--- config.mk ---
export PLATFORM = sky130hd
export DESIGN_NAME = pemx_port
export DESIGN_NICKNAME = d
export VERILOG_FILES = /design/src/verilog/pemx_pkg.sv /design/src/verilog/pemx_pin_sel.sv /design/src/verilog/pemx_regs.sv /design/src/verilog/pemx_port.sv
export SDC_FILE = /design/constraint.sdc
export NUM_CORES = 1
export LEC_CHECK = 0
export BUFFER_PORTS_ARGS = -buffer_cell sky130_fd_sc_hd__buf_2
export CORE_UTILIZATION = 43
export DETAILED_ROUTE_END_ITERATION = 8
export PLACE_DENSITY = 0.83
export SLEW_MARGIN = 20
export SYNTH_ARGS = -nofsm -noshare
export SYNTH_HDL_FRONTEND = slang
export SYNTH_SLANG_ARGS = --single-unit
--- constraint.sdc ---
create_clock -name i_clock -period 1.6 [get_ports i_clock]
set_clock_uncertainty 0.15 [all_clocks]
set_input_delay 0.16 -clock i_clock [delete_from_list [all_inputs] [get_ports i_clock]]
set_output_delay 0.16 -clock i_clock [all_outputs]
set_load 0.1 [all_outputs]
--- src/verilog/pemx_pkg.sv ---
/*
 * Constants for the eight-bit bidirectional port with peripheral pin sharing.
 * Assumes a single system clock and synchronous active-high reset.
 */
package pemx_pkg;
   // ==================================================
   // Port geometry and reset values
   localparam int WIDTH = 8;
   localparam logic [7:0] DIR_RESET = 8'hFF;
   localparam logic [7:0] LATCH_RESET = 8'h00;
   localparam logic [7:0] LEVELS_RESET = 8'h00;
   localparam logic PULLUP_DIS_RESET = 1'h1;
   localparam logic OPEN_DRAIN_RESET = 1'h0;
   // ==================================================
   // Field positions
   localparam int PULLUP_DIS_BIT = 6;
   localparam int OPEN_DRAIN_BIT = 6;
   localparam int PIN_TOP = 7;
   localparam int PIN_REFCLK = 3;
   localparam int PIN_CS = 2;
   localparam int PIN_WR = 1;
   localparam int PIN_RD = 0;
   // ==================================================
   // Owner of each pin; the selector tests MEM first, then PSP, REF, PWM, CCP, and LATCH last.
   typedef enum logic [2:0] {
      PEMX_OWN_LATCH = 3'h0,
      PEMX_OWN_CCP = 3'h1,
      PEMX_OWN_PWM = 3'h3,
      PEMX_OWN_PSP = 3'h2,
      PEMX_OWN_REF = 3'h6,
      PEMX_OWN_MEM = 3'h7
   } pemx_owner_t;
endpackage : pemx_pkg

--- src/verilog/pemx_pin_sel.sv ---
/*
 * One pad's output selector: picks the owner and forms drive and enable.
 * Assumes the owner request bits are already qualified by the top module.
 */
`timescale 1ns/1ps
`default_nettype none
module pemx_pin_sel (
   input wire logic i_dir,
   input wire logic i_latch,
   input wire logic i_mem_oe,
   input wire logic i_mem_out,
   input wire logic i_psp_own,
   input wire logic i_ref_own,
   input wire logic i_ref_out,
   input wire logic i_pwm_own,
   input wire logic i_pwm_out,
   input wire logic i_pwm_tristate,
   input wire logic i_ccp_own,
   input wire logic i_ccp_out,
   input wire logic i_open_drain,
   output pemx_pkg::pemx_owner_t o_owner,
   output logic o_out,
   output logic o_oe
);
   // Priority selection of the pad owner and its drive.
   always_comb begin
      o_owner = pemx_pkg::PEMX_OWN_LATCH;
      o_out = i_latch;
      o_oe = ~i_dir;
      if (i_mem_oe | i_mem_out) begin
         o_owner = pemx_pkg::PEMX_OWN_MEM;
         o_out = i_mem_out;
         o_oe = i_mem_oe;
      end else if (i_psp_own) begin
         o_owner = pemx_pkg::PEMX_OWN_PSP;
         o_out = 1'b0;
         o_oe = 1'b0;
      end else if (i_ref_own) begin
         o_owner = pemx_pkg::PEMX_OWN_REF;
         o_out = i_ref_out;
         o_oe = 1'b1;
      end else if (i_pwm_own && !i_dir) begin
         o_owner = pemx_pkg::PEMX_OWN_PWM;
         o_out = i_pwm_out;
         o_oe = ~i_pwm_tristate;
      end else if (i_ccp_own && !i_dir) begin
         o_owner = pemx_pkg::PEMX_OWN_CCP;
         o_out = i_ccp_out;
         o_oe = 1'b1;
      end
      if (i_open_drain && (o_owner == pemx_pkg::PEMX_OWN_PWM ||
                           o_owner == pemx_pkg::PEMX_OWN_CCP)) begin
         o_oe = o_oe & ~o_out;
         o_out = 1'b0;
      end
   end
endmodule : pemx_pin_sel
`default_nettype wire

--- src/verilog/pemx_regs.sv ---
/*
 * Direction, latch and pad configuration storage for the port.
 * Assumes write strobes are single-cycle pulses in the system clock.
 */
`timescale 1ns/1ps
`default_nettype none
module pemx_regs (
   input wire logic i_clock,
   input wire logic i_sys_rst,
   input wire logic i_dir_we,
   input wire logic [7:0] i_dir_wdata,
   input wire logic i_latch_we,
   input wire logic [7:0] i_latch_wdata,
   input wire logic i_pad_we,
   input wire logic [7:0] i_pad_wdata,
   input wire logic i_od_we,
   input wire logic [7:0] i_od_wdata,
   output logic [7:0] o_dir,
   output logic [7:0] o_latch,
   output logic o_pullup_dis,
   output logic o_open_drain
);
   always_ff @(posedge i_clock) begin
      if (i_sys_rst) begin
         o_dir <= pemx_pkg::DIR_RESET;
      end else if (i_dir_we) begin
         o_dir <= i_dir_wdata;
      end
   end

   always_ff @(posedge i_clock) begin
      if (i_sys_rst) begin
         o_latch <= pemx_pkg::LATCH_RESET;
      end else if (i_latch_we) begin
         o_latch <= i_latch_wdata;
      end
   end

   always_ff @(posedge i_clock) begin
      if (i_sys_rst) begin
         o_pullup_dis <= pemx_pkg::PULLUP_DIS_RESET;
      end else if (i_pad_we) begin
         o_pullup_dis <= i_pad_wdata[pemx_pkg::PULLUP_DIS_BIT];
      end
   end

   always_ff @(posedge i_clock) begin
      if (i_sys_rst) begin
         o_open_drain <= pemx_pkg::OPEN_DRAIN_RESET;
      end else if (i_od_we) begin
         o_open_drain <= i_od_wdata[pemx_pkg::OPEN_DRAIN_BIT];
      end
   end
endmodule : pemx_regs
`default_nettype wire

--- src/verilog/pemx_port.sv ---
/*
 * Eight-bit bidirectional port with shared peripheral pins: direction,
 * latch, pin read-back, weak pull-ups, open drain on the top unit-two pin.
 * Assumes pins arrive synchronous to i_clock; peripherals only attach
 * through their ownership, data and tri-state requests.
 */
// Notes on behaviour
// - eight-bit port, direction and latch registers.
// - direction zero drives latch, one reads.
// - open-drain bit makes top unit-two pin low-only.
// - every reset makes all pins inputs.
// - one disable bit kills all pull-ups.
// - output pins never have pull-up on.
// - pull-ups off after any reset.
// - default PWM outputs on bits six to zero.
// - 80-pin map bit moves units one, three.
// - map bit puts unit two on top pin in microcontroller mode.
// - host strobes bits zero to two, direction ignored.
// - bit three may be forced clock output.
// - compare output overrides latch; input feeds capture.
// - PWM outputs tri-state during shutdown.
// - memory bus bits own pins, own direction.
// - slave port only in microcontroller mode.
`timescale 1ns/1ps
`default_nettype none
module pemx_port (
   input wire logic i_clock,
   input wire logic i_sys_rst,
   input wire logic i_dir_we,
   input wire logic [7:0] i_dir_wdata,
   input wire logic i_latch_we,
   input wire logic [7:0] i_latch_wdata,
   input wire logic i_pad_we,
   input wire logic [7:0] i_pad_wdata,
   input wire logic i_od_we,
   input wire logic [7:0] i_od_wdata,
   input wire logic i_pwm_pin_map_select,
   input wire logic i_unit2_pin_map_select,
   input wire logic i_is_80_pin,
   input wire logic i_mcu_mode,
   input wire logic i_mem_enable,
   input wire logic [7:0] i_mem_oe,
   input wire logic [7:0] i_mem_out,
   input wire logic i_psp_enable,
   input wire logic i_ref_enable,
   input wire logic i_ref_clock,
   input wire logic [3:0] i_unit2_pwm_own,
   input wire logic [3:0] i_unit2_pwm_out,
   input wire logic [1:0] i_unit1_pwm_own,
   input wire logic [1:0] i_unit1_pwm_out,
   input wire logic [1:0] i_unit3_pwm_own,
   input wire logic [1:0] i_unit3_pwm_out,
   input wire logic [2:0] i_pwm_shutdown,
   input wire logic [2:0] i_pwm_tristate_en,
   input wire logic [7:0] i_ccp_own,
   input wire logic [7:0] i_ccp_out,
   input wire logic [7:0] i_pin_in,
   output logic [7:0] o_pin_out,
   output logic [7:0] o_pin_oe,
   output logic [7:0] o_pullup_en,
   output logic [7:0] o_port_e_pin_levels,
   output logic [7:0] o_latch,
   output logic [7:0] o_port_e_direction,
   output logic [7:0] o_capture_in,
   output logic [7:0] o_mem_in,
   output logic [2:0] o_psp_strobes,
   output logic o_pullup_dis
);
   // ==================================================
   // Register storage
   logic [7:0] dir_reg;
   logic [7:0] latch_reg;
   logic pullup_dis_reg;
   logic od_reg;

   pemx_regs u_regs (
      .i_clock(i_clock),
      .i_sys_rst(i_sys_rst),
      .i_dir_we(i_dir_we),
      .i_dir_wdata(i_dir_wdata),
      .i_latch_we(i_latch_we),
      .i_latch_wdata(i_latch_wdata),
      .i_pad_we(i_pad_we),
      .i_pad_wdata(i_pad_wdata),
      .i_od_we(i_od_we),
      .i_od_wdata(i_od_wdata),
      .o_dir(dir_reg),
      .o_latch(latch_reg),
      .o_pullup_dis(pullup_dis_reg),
      .o_open_drain(od_reg)
   );

   // ==================================================
   // Peripheral request mapping
   logic [7:0] pwm_own;
   logic [7:0] pwm_out;
   logic [7:0] pwm_tri;
   logic [7:0] ccp_own;
   logic [7:0] ccp_out;
   logic psp_ok;
   logic unit13_here;
   logic unit2_top;

   // Slave port and unit-two remap qualified by mode.
   always_comb begin
      psp_ok = i_psp_enable & i_mcu_mode & ~i_mem_enable;
      unit13_here = ~(i_is_80_pin & ~i_pwm_pin_map_select);
      unit2_top = i_mcu_mode & ~i_unit2_pin_map_select;
   end

   // Maps each PWM unit output to its pin on this port.
   always_comb begin
      pwm_own = 8'h00;
      pwm_out = 8'h00;
      pwm_tri = 8'h00;
      pwm_own[2:0] = {i_unit2_pwm_own[1], i_unit2_pwm_own[2], i_unit2_pwm_own[3]};
      pwm_out[2:0] = {i_unit2_pwm_out[1], i_unit2_pwm_out[2], i_unit2_pwm_out[3]};
      pwm_tri[2:0] = {3{i_pwm_shutdown[1] & i_pwm_tristate_en[1]}};
      if (unit13_here) begin
         pwm_own[4:3] = {i_unit3_pwm_own[0], i_unit3_pwm_own[1]};
         pwm_out[4:3] = {i_unit3_pwm_out[0], i_unit3_pwm_out[1]};
         pwm_tri[4:3] = {2{i_pwm_shutdown[2] & i_pwm_tristate_en[2]}};
         pwm_own[6:5] = {i_unit1_pwm_own[0], i_unit1_pwm_own[1]};
         pwm_out[6:5] = {i_unit1_pwm_out[0], i_unit1_pwm_out[1]};
         pwm_tri[6:5] = {2{i_pwm_shutdown[0] & i_pwm_tristate_en[0]}};
      end
      if (unit2_top) begin
         pwm_own[pemx_pkg::PIN_TOP] = i_unit2_pwm_own[0];
         pwm_out[pemx_pkg::PIN_TOP] = i_unit2_pwm_out[0];
         pwm_tri[pemx_pkg::PIN_TOP] = i_pwm_shutdown[1] & i_pwm_tristate_en[1];
      end
   end

   // Capture/compare channels; the top pin's channel exists only when remapped.
   always_comb begin
      ccp_own = i_ccp_own;
      ccp_out = i_ccp_out;
      ccp_own[pemx_pkg::PIN_TOP] = i_ccp_own[pemx_pkg::PIN_TOP] & unit2_top;
   end

   // ==================================================
   // Per-pin selectors
   logic [7:0] drv_out;
   logic [7:0] drv_oe;
   pemx_pkg::pemx_owner_t owner [8];

   genvar g;
   generate
      for (g = 0; g < 8; g++) begin : g_pin
         pemx_pin_sel u_sel (
            .i_dir(dir_reg[g]),
            .i_latch(latch_reg[g]),
            .i_mem_oe(i_mem_enable & i_mem_oe[g]),
            .i_mem_out(i_mem_enable & i_mem_out[g]),
            .i_psp_own(psp_ok && g <= pemx_pkg::PIN_CS),
            .i_ref_own(i_ref_enable && g == pemx_pkg::PIN_REFCLK),
            .i_ref_out(i_ref_clock),
            .i_pwm_own(pwm_own[g]),
            .i_pwm_out(pwm_out[g]),
            .i_pwm_tristate(pwm_tri[g]),
            .i_ccp_own(ccp_own[g]),
            .i_ccp_out(ccp_out[g]),
            .i_open_drain(od_reg && g == pemx_pkg::PIN_TOP && unit2_top),
            .o_owner(owner[g]),
            .o_out(drv_out[g]),
            .o_oe(drv_oe[g])
         );
      end
   endgenerate

   // Memory data is driven only when the memory bus enables that bit.
   logic [7:0] final_out;
   logic [7:0] final_oe;
   always_comb begin
      final_out = i_mem_enable ? (i_mem_out & i_mem_oe) | (drv_out & ~i_mem_oe) : drv_out;
      final_oe = i_mem_enable ? i_mem_oe : drv_oe;
   end

   // ==================================================
   // Registered pad outputs
   always_ff @(posedge i_clock) begin
      if (i_sys_rst) begin
         o_pin_out <= pemx_pkg::LATCH_RESET;
         o_pin_oe <= 8'h00;
      end else begin
         o_pin_out <= final_out;
         o_pin_oe <= final_oe;
      end
   end

   always_ff @(posedge i_clock) begin
      if (i_sys_rst) begin
         o_pullup_en <= 8'h00;
      end else begin
         o_pullup_en <= {8{~pullup_dis_reg}} & ~final_oe;
      end
   end

   always_ff @(posedge i_clock) begin
      if (i_sys_rst) begin
         o_port_e_pin_levels <= pemx_pkg::LEVELS_RESET;
         o_capture_in <= 8'h00;
         o_mem_in <= 8'h00;
         o_psp_strobes <= 3'h0;
      end else begin
         o_port_e_pin_levels <= i_pin_in;
         o_capture_in <= i_pin_in & dir_reg & ccp_own;
         o_mem_in <= i_mem_enable ? i_pin_in : 8'h00;
         o_psp_strobes <= psp_ok ? i_pin_in[2:0] : 3'h0;
      end
   end

   // Register read-back copies.
   always_ff @(posedge i_clock) begin
      if (i_sys_rst) begin
         o_latch <= pemx_pkg::LATCH_RESET;
         o_port_e_direction <= pemx_pkg::DIR_RESET;
         o_pullup_dis <= pemx_pkg::PULLUP_DIS_RESET;
      end else begin
         o_latch <= latch_reg;
         o_port_e_direction <= dir_reg;
         o_pullup_dis <= pullup_dis_reg;
      end
   end

   // ==================================================
   // Assertions
   property p_reset_inputs;
      @(posedge i_clock) $past(i_sys_rst) |-> o_pin_oe == 8'h00 && o_port_e_direction == 8'hFF;
   endproperty
   a_reset_inputs: assert property (p_reset_inputs) else $error("pins not inputs after reset");

   property p_pullup_output;
      @(posedge i_clock) disable iff (i_sys_rst) (o_pullup_en & o_pin_oe) == 8'h00;
   endproperty
   a_pullup_output: assert property (p_pullup_output) else $error("pull-up on driven pin");

   property p_pullup_dis;
      @(posedge i_clock) disable iff (i_sys_rst)
         o_pullup_dis |-> o_pullup_en == 8'h00;
   endproperty
   a_pullup_dis: assert property (p_pullup_dis) else $error("pull-up disable ignored");

   property p_pullup_reset;
      @(posedge i_clock) $past(i_sys_rst) |-> o_pullup_en == 8'h00;
   endproperty
   a_pullup_reset: assert property (p_pullup_reset) else $error("pull-up on after reset");

   property p_latch_drive;
      @(posedge i_clock) disable iff (i_sys_rst)
         (!i_mem_enable && !psp_ok && !i_ref_enable && pwm_own == 8'h00 &&
          ccp_own == 8'h00) |=> o_pin_oe == ~$past(dir_reg) && o_pin_out == $past(latch_reg);
   endproperty
   a_latch_drive: assert property (p_latch_drive) else $error("latch not driven");

   property p_ref_drive;
      @(posedge i_clock) disable iff (i_sys_rst)
         (i_ref_enable && !i_mem_enable && !psp_ok) |=> o_pin_oe[3];
   endproperty
   a_ref_drive: assert property (p_ref_drive) else $error("clock output not driven");

   property p_psp_float;
      @(posedge i_clock) disable iff (i_sys_rst) psp_ok |=> o_pin_oe[2:0] == 3'h0;
   endproperty
   a_psp_float: assert property (p_psp_float) else $error("strobe pin driven");

   property p_open_drain;
      @(posedge i_clock) disable iff (i_sys_rst)
         (od_reg && unit2_top && !i_mem_enable && owner[7] != pemx_pkg::PEMX_OWN_LATCH)
            |=> !(o_pin_oe[7] && o_pin_out[7]);
   endproperty
   a_open_drain: assert property (p_open_drain) else $error("open drain drove high");

   property p_mem_dir;
      @(posedge i_clock) disable iff (i_sys_rst) i_mem_enable |=> o_pin_oe == $past(i_mem_oe);
   endproperty
   a_mem_dir: assert property (p_mem_dir) else $error("memory direction ignored");
endmodule : pemx_port
`default_nettype wire

* After elaboration in Yosys (flattened, before gate mapping)
Cells that the tools add are included.
** Cells by class
- Equality and inequality tests :: 2
- Mux-type cells :: 69
- Bitwise gates (word level) :: 61
- Reductions and logical operators :: 29
** Operators by type and width (count)
- $mux 1 :: 62
- $and 8x8->8 :: 5
- $and 1x1->1 :: 25
- $not 1->1 :: 20
- $logic_and 1x1->1 :: 18
- $mux 8 :: 2
- $not 8->8 :: 2
- $mux 4 :: 3
- $logic_not 1->1 :: 8
- $or 1x1->1 :: 8
- $or 8x8->8 :: 1
- $mux 3 :: 2
- $reduce_or 2->1 :: 2
- $eq 3x1->1 const B :: 1
- $eq 3x2->1 const B :: 1
- $logic_or 1x1->1 :: 1
** Storage, ports and cells
- Register bits after elaboration :: 86
- Input port bits :: 108
- Output and inout port bits :: 68

* Logic depth before layout (Yosys ltp)
Gate-level depths: netlist of the first run.
- Depth in word-level cells :: 14
- Gate-level depth with buffers :: 5
- Mapped depth without buffers :: 4

* By module
A second synthesis of the first run with hierarchy kept.
** Second synthesis, totals
- Cell total of the unflattened synthesis :: 468
- Area total of the unflattened synthesis :: 4200.3 um2
** Modules (own cells, without submodules)
- pemx_port :: times used 1, cells each 210, area an instance 2316.0 um2
- pemx_pin_sel :: times used 8, cells each 25, area an instance 153.9 um2
- pemx_regs :: times used 1, cells each 58, area an instance 653.1 um2

* Least setup slack after synthesis of the first run
Ideal clock, no wire load.
- Path type :: register to register
- From :: reg u_regs.o_dir[7]
- To :: reg o_pin_oe[7]
- Arrival time :: 1165 ps
- Data required time :: 1325 ps
- Slack :: 160 ps
- Cell stages (with the launch flop) :: 5
- Buffers on the path :: 0
- Period minus slack after synthesis :: 1440 ps
- Cell sequence :: dfxtp_1 or3b_1 and4bb_1 a22oi_2 nor2b_4
** On the way
- Cells in the longest elaborated chain, start to end :: 10
- Elaborated cells between the ends (all ways) :: 21
- Those cells by class :: 2 x eq/ne; 11 x mux; 3 x bitwise; 5 x reduce/logical
** RTL lines
- start, declared :: RTL line pemx_regs.sv:18 : output logic [7:0] o_dir,
- start signal, assigned :: RTL line pemx_regs.sv:25 : o_dir <= pemx_pkg::DIR_RESET;
- start signal, assigned :: RTL line pemx_regs.sv:27 : o_dir <= i_dir_wdata;
- $logic_not 1->1 :: RTL line pemx_pin_sel.sv:42, pemx_pin_sel.sv:46
- $logic_and 1x1->1 :: RTL line pemx_pin_sel.sv:46 : end else if (i_ccp_own && !i_dir) begin
- $mux 1 :: RTL line pemx_pin_sel.sv:46
- $mux 3 :: RTL line pemx_pin_sel.sv:42 : end else if (i_pwm_own && !i_dir) begin
- $mux 3 :: RTL line pemx_pin_sel.sv:30 : if (i_mem_oe | i_mem_out) begin
- $eq 3x2->1 / $eq 3x1->1 (equally long branches) :: RTL line pemx_pin_sel.sv:51, pemx_pin_sel.sv:52
- $logic_or 1x1->1 :: RTL line pemx_pin_sel.sv:51 : if (i_open_drain && (o_owner == pemx_pkg::PEMX_OWN_PWM ||
- $logic_and 1x1->1 :: RTL line pemx_pin_sel.sv:51
- $mux 1 (*) :: RTL line pemx_pin_sel.sv:51
- $mux 8 (*) :: RTL line pemx_port.sv:176 : final_oe = i_mem_enable ? i_mem_oe : drv_oe;
- end signal, assigned :: RTL line pemx_port.sv:187 : o_pin_oe <= final_oe;
- end, declared :: RTL line pemx_port.sv:59 : output logic [7:0] o_pin_oe,
Mark *: on every way between the ends. The rest lies on a longest branch, timed or not.
A chain may end at the register's enable or synchronous reset.

* Worst setup path in the final report of the first run
- From :: in i_pad_wdata[6]
- To :: reg u_regs.o_pullup_dis
** RTL lines
- start, declared :: RTL line pemx_port.sv:34 : input wire logic [7:0] i_pad_wdata,
- end signal, assigned :: RTL line pemx_regs.sv:41 : o_pullup_dis <= pemx_pkg::PULLUP_DIS_RESET;
- end signal, assigned :: RTL line pemx_regs.sv:43 : o_pullup_dis <= i_pad_wdata[pemx_pkg::PULLUP_DIS_BIT];
- end, declared :: RTL line pemx_regs.sv:20 : output logic o_pullup_dis,
No word-level cell between the ends.

==> run_results.csv, run 1 <==
group,metric,value,unit
synthesis,yosysTopAreaCell,"dfxtp_1",
clocking,worstSkewPairLatency,0.34,ns
placement,dp_hpwl,6.38,mm
run_status,status,"finished clean",
timing,rsz0062_at_grt,"no",
floorplanning,die_w,86.5,microns
clocking,cts_buffers,9,
synthesis,syn-num-nets,410,
synthesis,yosysTopAreaCellShare,0.561,
pwr,p_sw_frac,0.340,
synthesis,synth_area,0.00307,sq mm
layout,areaGrowthSynthToFinish,53.8,%
synthesis,synth_edf_count,0,
clocking,cts_root_buffer,"clkbuf_8",
routing,route.vias.total,3123,
clocking,htreeDepth,3,
timing,maxSlewViolCount,0,
synthesis,ys_seq_elements,86,
pwr,clkPwrFrac,0.304,
floorplanning,std_cell_rows,30,
timing,finalCritPeriodShare,0.986,
min_path,hp-class,"input pin to flop",
synthesis,synthArstFlopShare,0,
routing,antenna_left,0,
layout,drive_gt1_frac,0.382,
critical_path,path_class,"input pin to flop",
flow_run,max_cap_viol_count,0,
pwr,p_leak,2.30,nW
grt,gr-total-overflow,0,
routing,drt-pass1-iter-count,4,
clocking,clock_sinks,86,
routing,drcViolationCount,0,
pwr,vdd_drop_max,0.000437,V
synthesis,syn-mean-instance-area,10.2,sq um
floorplanning,die_y,86.5,microns
placement,io_buffers,161,
timing,max_freq,634,MHz
synthesis,yosysWarnings,0,
pwr,powerDensity,1070,mW/mm^2
pwr,p_sw,1.72,mW
synthesis,synthTopCellsByArea,"dfxtp_1 56%, nor2b_1 4.9%, mux2i_1 3.6%",
timing,hold_violations,0,
routing,postRouteWirelength,9.17,mm
timing,tightest_slew,0.529,ns
grt,grt_pass1_vias,2997,
critical_path,r2r_slack,0.07,ns
floorplanning,core_area,0.00683,sq mm
synthesis,yosysSeqAreaShare,0.561,
timing,slew_headroom,0.647,
layout,nNetsFinal,629,
pwr,p_seq_frac,0.454,
grt,track_usage,0.247,
critical_path,end_kind,"flop",
synthesis,synth_top_flop_cell,"dfxtp_1",
critical_path,startpoint_type,"input pin",
grt,grt_pass1_wl,13.9,mm
floorplanning,ioPinCount,176,
timing,timing.final.ws_setup,0.0229,ns
routing,post_drt_wl_per_cell,14.7,microns
synthesis,synth_commonest_cells,"86 x dfxtp_1, 24 x nor2b_1, 23 x nor2_1, 17 x a21oi_1, 14 x inv_1",
placement,place_worst_setup_slack,0.0722,ns
placement,place_congestion,0.836,
clocking,clk_pin_slew,0.09,ns
grt,antenna_found_initial,0,
clocking,cts_tree,"built",
critical_path,worstPathArrival,1.65,ns
synthesis,yosysUniqueCellTypes,44,
grt,grt_max_degree,17,
timing,period_needed,1.58,ns
layout,n_antenna_cell,0,
routing,via_per_inst,5.02,
floorplanning,initial_core_util,0.449,
synthesis,synthCells,302,
timing,setup_viol,0,
synthesis,yosys.cell_count.top_type,"dfxtp_1",
timing,finalSetupTns,0,ns
clocking,clockBufferDepth,2,
routing,drtIter0Drc,110,
critical_path,cp_max_fo,1,
pwr,p_int,3.34,mW
critical_path,worstPathRequired,1.67,ns
floorplanning,die-area,0.00748,sq mm
pwr,pwr-share-comb,0.242,
metrics by stage:
| step | instances | power, mW | util | hold slack [ns] | instance area, sq um |
|---|---|---|---|---|---|
| floorplan | 302 | 3.17 | - | 0.0966 | 3070 |
| global placement | 555 | 3.45 | 0.586 | 0.217 | 4010 |
| detailed placement | 555 | 3.46 | 0.586 | 0.216 | 4010 |
| CTS | 622 | 5.09 | 0.691 | 0.0206 | 4720 |
| global route | 622 | 5.26 | 0.691 | 0.0598 | 4720 |
| finish | 622 | 5.07 | 0.691 | 0.0423 | 4720 |
logic make-up (layout without fill, tap and decap cells):
group	count (synthesis)	after routing	synth area share
buffers and inverters	28	252	0.0375
and+or+nand+nor	113	113	0.216
DFF	86	86	0.561
AOI/OAI and AO/OA	63	63	0.146
muxes	12	12	0.0396
power groups by stage:
| stage | combinational (mW) | clock (mW) | sequential [mW] |
|---|---|---|---|
| 6_report | 1.22 | 1.54 | 2.30 |
| 5_1_grt | 1.28 | 1.66 | 2.31 |
| 4_1_cts | 1.21 | 1.58 | 2.30 |
| 3_5_place_dp | 1.11 | 0 | 2.35 |
| 3_3_place_gp | 1.10 | 0 | 2.35 |
| 2_1_floorplan | 0.228 | 0 | 2.94 |
cells in the final DEF, fill, tap and decap left out, types with 4 or more instances in the layout:
| master | instances |
|---|---|
| buf_2 | 161 |
| and3_1 | 8 |
| nor3b_1 | 5 |
| and2_1 | 8 |
| buf_4 | 10 |
| nor2b_1 | 24 |
| a22oi_1 | 4 |
| nand2b_1 | 6 |
| dlygate4sd3_1 | 51 |
| nand3b_1 | 4 |
| nand2_1 | 11 |
| o211ai_1 | 4 |
| a21oi_1 | 17 |
| inv_1 | 14 |
| or2_2 | 9 |
| dfxtp_1 | 85 |
| clkbuf_8 | 9 |
| a211o_1 | 8 |
| mux2i_1 | 11 |
| nor2_1 | 23 |
| o21ai_0 | 6 |
layout make-up:
type	count	area, sq um
Clock buffer	9	124
Clock inverter	7	77.6
Fill cell	547	2110
Inverter	14	52.6
Multi-Input combinational cell	188	1230
Sequential cell	86	1720
Tap cell	96	120
Timing Repair Buffer	222	1390
worst paths after layout:
| kind | startpoint | to | depth (start not counted) |
|---|---|---|---|
| worst max register to register | u_regs.o_pullup_dis | u_regs.o_pullup_dis | 3 |
| worst min-delay path | i_mem_out[7] | o_pin_out[7] | 3 |
| worst max-delay path | i_pad_wdata[6] | u_regs.o_pullup_dis | 4 |
| worst min register to register | u_regs.o_pullup_dis | o_pullup_en[4] | 1 |
worst max-delay path, stage by stage:
cell	delay (ns)
dlygate4sd3_1	0.55
buf_2	0.13
a211o_1	0.26
dlygate4sd3_1	0.55
registers in the layout (all words and copies together) (netlist names):
name	flops
o_pin_oe	8
u_regs.o_dir	8
o_psp_strobes	3
o_mem_in	8
o_port_e_pin_levels	8
u_regs.o_pullup_dis	1
o_pullup_en	8
o_pullup_dis	1
o_pin_out	8
o_capture_in	8
o_latch	8
o_port_e_direction	8
u_regs.o_open_drain	1
u_regs.o_latch	8
metal layers:
metal,up-vias,GRT usage,share of wire
met5,-,0,0
met4,0,0.136,0.036
met3,34,0.0410,0.071
met2,171,0.432,0.50
met1,1429,0.290,0.39
li1,1489,-,-
timing repair:
| action | CTS | global route |
|---|---|---|
| resized for setup | 0 | 1 |
| hold buffers | 51 | 0 |
| setup buffers | 0 | 0 |
| endpoints found under the setup margin | 0 | 1 |
| hold endpoints to repair | 48 | 0 |
(Power assumes the default switching activity.)
==> run 2, diff against run 1 <==
--- a/config.mk
+++ b/config.mk
@@ -5,6 +5,7 @@
 export SDC_FILE = /design/constraint.sdc
 export NUM_CORES = 1
 export LEC_CHECK = 0
+export ABC_AREA = 1
 export BUFFER_PORTS_ARGS = -buffer_cell sky130_fd_sc_hd__buf_2
 export CORE_UTILIZATION = 43
 export DETAILED_ROUTE_END_ITERATION = 8
==> run_results.csv, run 2 <==
group,metric,value,unit
synthesis,synth_commonest_cells,"86 x dfxtp_1, 58 x inv_1, 51 x nand2_1, 46 x nor2_1, 30 x o21ai_0",
clocking,htreeDepth,3,
routing,via_per_inst,4.89,
routing,drtIter0Drc,85,
clocking,worstSkewPairLatency,0.33,ns
layout,areaGrowthSynthToFinish,55.4,%
synthesis,yosys.area_share.simple,0.198,
clocking,cts.repair.resized,0,
grt,antenna_found_initial,0,
routing,antenna_left,0,
grt,grt_max_degree,22,
pwr,powerDensity,1080,mW/mm^2
timing,tightest_slew,0.505,ns
routing,route.vias.total,3250,
layout,n_antenna_cell,0,
synthesis,synthMuxAreaShare,0,
floorplanning,core_area,0.00653,sq mm
placement,place_congestion,0.828,
synthesis,yosysSeqAreaShare,0.578,
timing,finalCritPeriodShare,0.986,
synthesis,synth_compound_area_frac,0.132,
synthesis,synth_top_flop_cell,"dfxtp_1",
grt,grt_pass1_wl,14.4,mm
placement,io_buffers,161,
timing,max_freq,634,MHz
synthesis,yosysWarnings,0,
clocking,cts_hold_buf,56,
synthesis,ys_seq_elements,86,
grt,track_usage,0.259,
placement,dp_hpwl,6.56,mm
layout,layout_common_cells,"161 x buf_2, 86 x dfxtp_1, 58 x inv_1",
run_status,status,"finished clean",
floorplanning,die_y,85.2,microns
timing,maxSlewViolCount,0,
timing,rsz0062_at_grt,"no",
clocking,cts_tree,"built",
grt,gr-total-overflow,0,
synthesis,synth_xor_area_frac,0,
routing,drcViolationCount,0,
clocking,clk_pin_slew,0.09,ns
min_path,hp-class,"input pin to flop",
clocking,clock_sinks,86,
timing,period_needed,1.58,ns
grt,grt_pass1_vias,3308,
clocking,clockBufferDepth,2,
synthesis,synthAdderAreaFrac,0,
synthesis,syn-mean-instance-area,8.29,sq um
synthesis,yosysTopAreaCellShare,0.578,
layout,final_common_cell,"buf_2",
pwr,p_leak,2.41,nW
synthesis,yosys.cell_count.top_type,"dfxtp_1",
clocking,cts_root_buffer,"clkbuf_8",
layout,nNetsFinal,691,
floorplanning,std_cell_rows,29,
floorplanning,die_w,85.2,microns
synthesis,synth_edf_count,0,
layout,drive_gt1_frac,0.316,
routing,drt-pass1-iter-count,6,
layout,final_util,0.709,
clocking,cts_buffers,9,
critical_path,path_class,"input pin to flop",
synthesis,syn-num-nets,467,
timing,setup_viol,0,
floorplanning,initial_core_util,0.456,
routing,postRouteWirelength,9.41,mm
synthesis,yosysTopAreaCell,"dfxtp_1",
critical_path,cp_max_fo,2,
pwr,vdd_drop_max,0.000601,V
routing,post_drt_wl_per_cell,14.2,microns
timing,finalSetupTns,0,ns
clocking,post_cts_buffers,0,
synthesis,synth_top_family_by_area,"simple AND/OR/NAND/NOR gates",
floorplanning,ioPinCount,176,
critical_path,startpoint_type,"input pin",
synthesis,synthCells,359,
critical_path,end_kind,"flop",
floorplanning,die-area,0.00726,sq mm
timing,slew_headroom,0.666,
synthesis,synthArstFlopShare,0,
timing,hold_violations,0,
flow_run,max_cap_viol_count,0,
critical_path,worstPathRequired,1.67,ns
critical_path,worstPathArrival,1.65,ns
synthesis,synth_area,0.00298,sq mm
synthesis,yosysUniqueCellTypes,27,
synthesis,synthTopCellsByArea,"dfxtp_1 58%, inv_1 7.3%, nand2_1 6.4%",
-- run 2: changes by cell type in the layout (fill, tap and decap cells not counted), sizes merged, moves of 8 or more --
cell	change
o21ai	+24
a211o	-8
nand3	+13
nand2	+40
and2	-8
a21oi	+9
nor2	+25
nor3	+8
mux2i	-11
or2	-8
inv	+42
nor2b	-25
-- run 2: kinds of logic after synthesis --
| family | count (synthesis) |
|---|---|
| AOI/OAI and AO/OA | 70 |
| DFF | 86 |
| buffers and inverters | 69 |
| and+or+nand+nor | 134 |
-- run 2: metrics by stage --
stage	hold WS [ns]	std cells	setup WS, ns	cell area, sq um	total power [mW]
6_report	0.0369	665	0.0227	4630	4.98
5_1_grt	0.0439	665	0.00695	4630	5.17
4_1_cts	0.0267	665	0.112	4630	4.99
3_5_place_dp	0.213	593	0.134	3880	3.48
3_3_place_gp	0.202	593	0.159	3880	3.46
2_1_floorplan	0.104	359	0.381	2980	3.19
-- run 2: worst max-delay path, cell delays in order --
cell and delay, ns:
dlygate4sd3_1 0.55, buf_2 0.14, a21oi_1 0.15, o21ai_0 0.10, dlygate4sd3_1 0.56
-- run 2: worst paths after layout --
kind / startpoint / endpoint / slack (ns) / cells past startpoint
worst min-delay path: i_unit1_pwm_out[0] / o_pin_out[6] / 0.04 / 5
worst min register to register: u_regs.o_latch[3] / o_latch[3] / 0.31 / 2
worst max register to register: u_regs.o_dir[6] / o_capture_in[6] / 0.11 / 3
worst max-delay path: i_pad_we / u_regs.o_pullup_dis / 0.02 / 5
-- run 2: final cells by class --
type                    instances  area, sq um
fillers                       520         1900
flip-flops and latches         86         1720
repair buffers                223         1420
multi-input cells             204          982
inverters                      59          221
clock buffers                  12          135
well taps                      77         96.3
clock inverters                 4         47.5
-- run 2: power breakdown --
part	internal [mW]	switching, mW
clock	0.720	0.715
sequential	2.26	0.0415
combinational	0.324	0.928
-- run 2: layer usage --
metal  vias to the layer above  global-route usage  routed length, microns
met2                       157               0.498                    4870
met3                        27              0.0564                     653
met1                      1474               0.261                    3630
met5                         -                   0                       0
li1                       1592                   -                       -
met4                         0               0.129                     259
==> run 3, diff against run 2 <==
--- a/config.mk
+++ b/config.mk
@@ -7,6 +7,7 @@
 export LEC_CHECK = 0
 export ABC_AREA = 1
 export BUFFER_PORTS_ARGS = -buffer_cell sky130_fd_sc_hd__buf_2
+export CAP_MARGIN = 20
 export CORE_UTILIZATION = 43
 export DETAILED_ROUTE_END_ITERATION = 8
 export PLACE_DENSITY = 0.83
==> constraint.sdc (replaced) <==
create_clock -name i_clock -period 1.55 [get_ports i_clock]
set_clock_uncertainty 0.15 [all_clocks]
set_input_delay 0.155 -clock i_clock [delete_from_list [all_inputs] [get_ports i_clock]]
set_output_delay 0.155 -clock i_clock [all_outputs]
set_load 0.1 [all_outputs]
==> run_results.csv, run 3 (synthesis gave the netlist of run 2 again) <==
group,metric,value,unit
run_status,status,"finished clean",
layout,num-fill-cells,535,
placement,dpl.cell_count,595,
floorplanning,die_y,85.2,microns
grt,grt_pass1_vias,3405,
clocking,htreeDepth,3,
placement,dp_hpwl,6.57,mm
grt,grt_pass1_wl,15.0,mm
routing,antenna_left,0,
grt,antenna_found_initial,0,
clocking,clk_pin_slew,0.08,ns
critical_path,crit_top_cell,"dlygate4sd3_1",
critical_path,path_cells,"dlygate4sd3_1 > buf_2 > a21oi_2 > o21ai_0 > dlygate4sd3_1",
routing,via_per_inst,4.93,
critical_path,path_class,"input pin to flop",
timing,slew_headroom,0.663,
routing,postRouteWirelength,9.56,mm
critical_path,worstPathRequired,1.63,ns
clocking,cts_buffers,9,
layout,nNetsFinal,690,
pwr,powerDensity,1110,mW/mm^2
floorplanning,ioPinCount,176,
timing,max_freq,653,MHz
timing,finalCritPeriodShare,0.987,
layout,final_common_cell,"buf_2",
layout,n_antenna_cell,0,
clocking,clock_sinks,86,
layout,drive_gt1_frac,0.327,
critical_path,crit_slowest_cell,"dlygate4sd3_1",
routing,drtIter0Drc,112,
pwr,p_leak,2.41,nW
timing,setup_viol,0,
grt,track_usage,0.267,
timing,period_needed,1.53,ns
critical_path,worstPathArrival,1.61,ns
routing,route.vias.total,3275,
clocking,worstSkewPairLatency,0.33,ns
grt,gr-total-overflow,0,
clocking,clockBufferDepth,2,
flow_run,max_cap_viol_count,0,
clocking,cts_root_buffer,"clkbuf_8",
floorplanning,core_area,0.00653,sq mm
floorplanning,die_w,85.2,microns
critical_path,end_kind,"flop",
floorplanning,std_cell_rows,29,
critical_path,cp_max_fo,2,
layout,areaGrowthSynthToFinish,54.7,%
floorplanning,die-area,0.00726,sq mm
critical_path,critPathMaxStageDelay,0.56,ns
layout,layout.cells.non_filler,664,
routing,drcViolationCount,0,
timing,maxSlewViolCount,0,
min_path,hp-class,"input pin to flop",
critical_path,startpoint_type,"input pin",
pwr,power.total,5.11,mW
pwr,vdd_drop_max,0.000656,V
clocking,post_cts_buffers,0,
placement,place_congestion,0.799,
routing,post_drt_wl_per_cell,14.4,microns
layout,layout_common_cells,"161 x buf_2, 86 x dfxtp_1, 58 x inv_1",
grt,grt_max_degree,22,
floorplanning,initial_core_util,0.456,
routing,drt-pass1-iter-count,4,
timing,tightest_slew,0.509,ns
timing,hold_violations,0,
placement,io_buffers,161,
clocking,cts_tree,"built",
## run 3: cell count changes in the layout (fill, tap and decap cells not counted), sizes merged
cell / before / now
bufinv: 1 / 0
dlygate4sd3: 56 / 53
clkinvlp: 1 / 0
buf: 167 / 169
clkinv: 2 / 4
## run 3: routing by layer
layer	global-route usage	vias up	part of all wire
li1	-	1596	-
met1	0.270	1468	0.39
met2	0.525	178	0.52
met3	0.0506	33	0.062
met4	0.122	0	0.031
met5	0	-	0
## run 3: worst max-delay path: cells and delay by family
kind / cells / cell delay, ns
buffers and inverters: 3 / 1.24
AO/OA/AOI/OAI: 2 / 0.21
## run 3: repair_timing
action,in CTS,in global routing
gates resized for setup,0,1
endpoints found under the setup margin,0,1
hold buffers,53,0
endpoints found under the hold margin,60,0
## run 3: final timing paths
check                           cells after the start  slack, ns             endpoint              start
worst min register to register                      2       0.32           o_latch[6]  u_regs.o_latch[6]
worst max-delay path                                5       0.02  u_regs.o_pullup_dis           i_pad_we
worst max register to register                      9       0.18       o_pullup_en[7]    u_regs.o_dir[7]
worst min-delay path                                3      0.001    u_regs.o_latch[7]   i_latch_wdata[7]
## run 3: stage by stage
stage / hold slack, ns / instance area, sq um / utilization / setup TNS (ns) / worst slack (ns)
after detailed placement: 0.202 / 3890 / 0.595 / 0 / 0.188
after floorplan: 0.0986 / 2980 / - / 0 / 0.336
after global routing: 0.0280 / 4610 / 0.705 / -0.00992 / -0.00992
after global placement: 0.198 / 3890 / 0.595 / 0 / 0.213
final: 0.00144 / 4610 / 0.705 / 0 / 0.0198
after CTS: 0.00167 / 4600 / 0.705 / 0 / 0.0438
## run 3: area by class of cell
type / count / area, sq um / share of cell area
Clock inverter: 4 / 20.0 / 0.00435
Sequential cell: 86 / 1720 / 0.374
Inverter: 59 / 221 / 0.0481
Multi-Input combinational cell: 204 / 986 / 0.214
Timing Repair Buffer: 222 / 1400 / 0.303
Clock buffer: 12 / 165 / 0.0358
Tap cell: 77 / 96.3 / 0.0209
## run 3: report_power, final
group / switching, mW / internal (mW) / leakage [nW] / total (mW)
registers: 0.0444 / 2.33 / 0.710 / 2.37
clock network: 0.744 / 0.704 / 0.102 / 1.45
logic: 0.961 / 0.330 / 1.60 / 1.29
total: 1.75 / 3.36 / 2.41 / 5.11
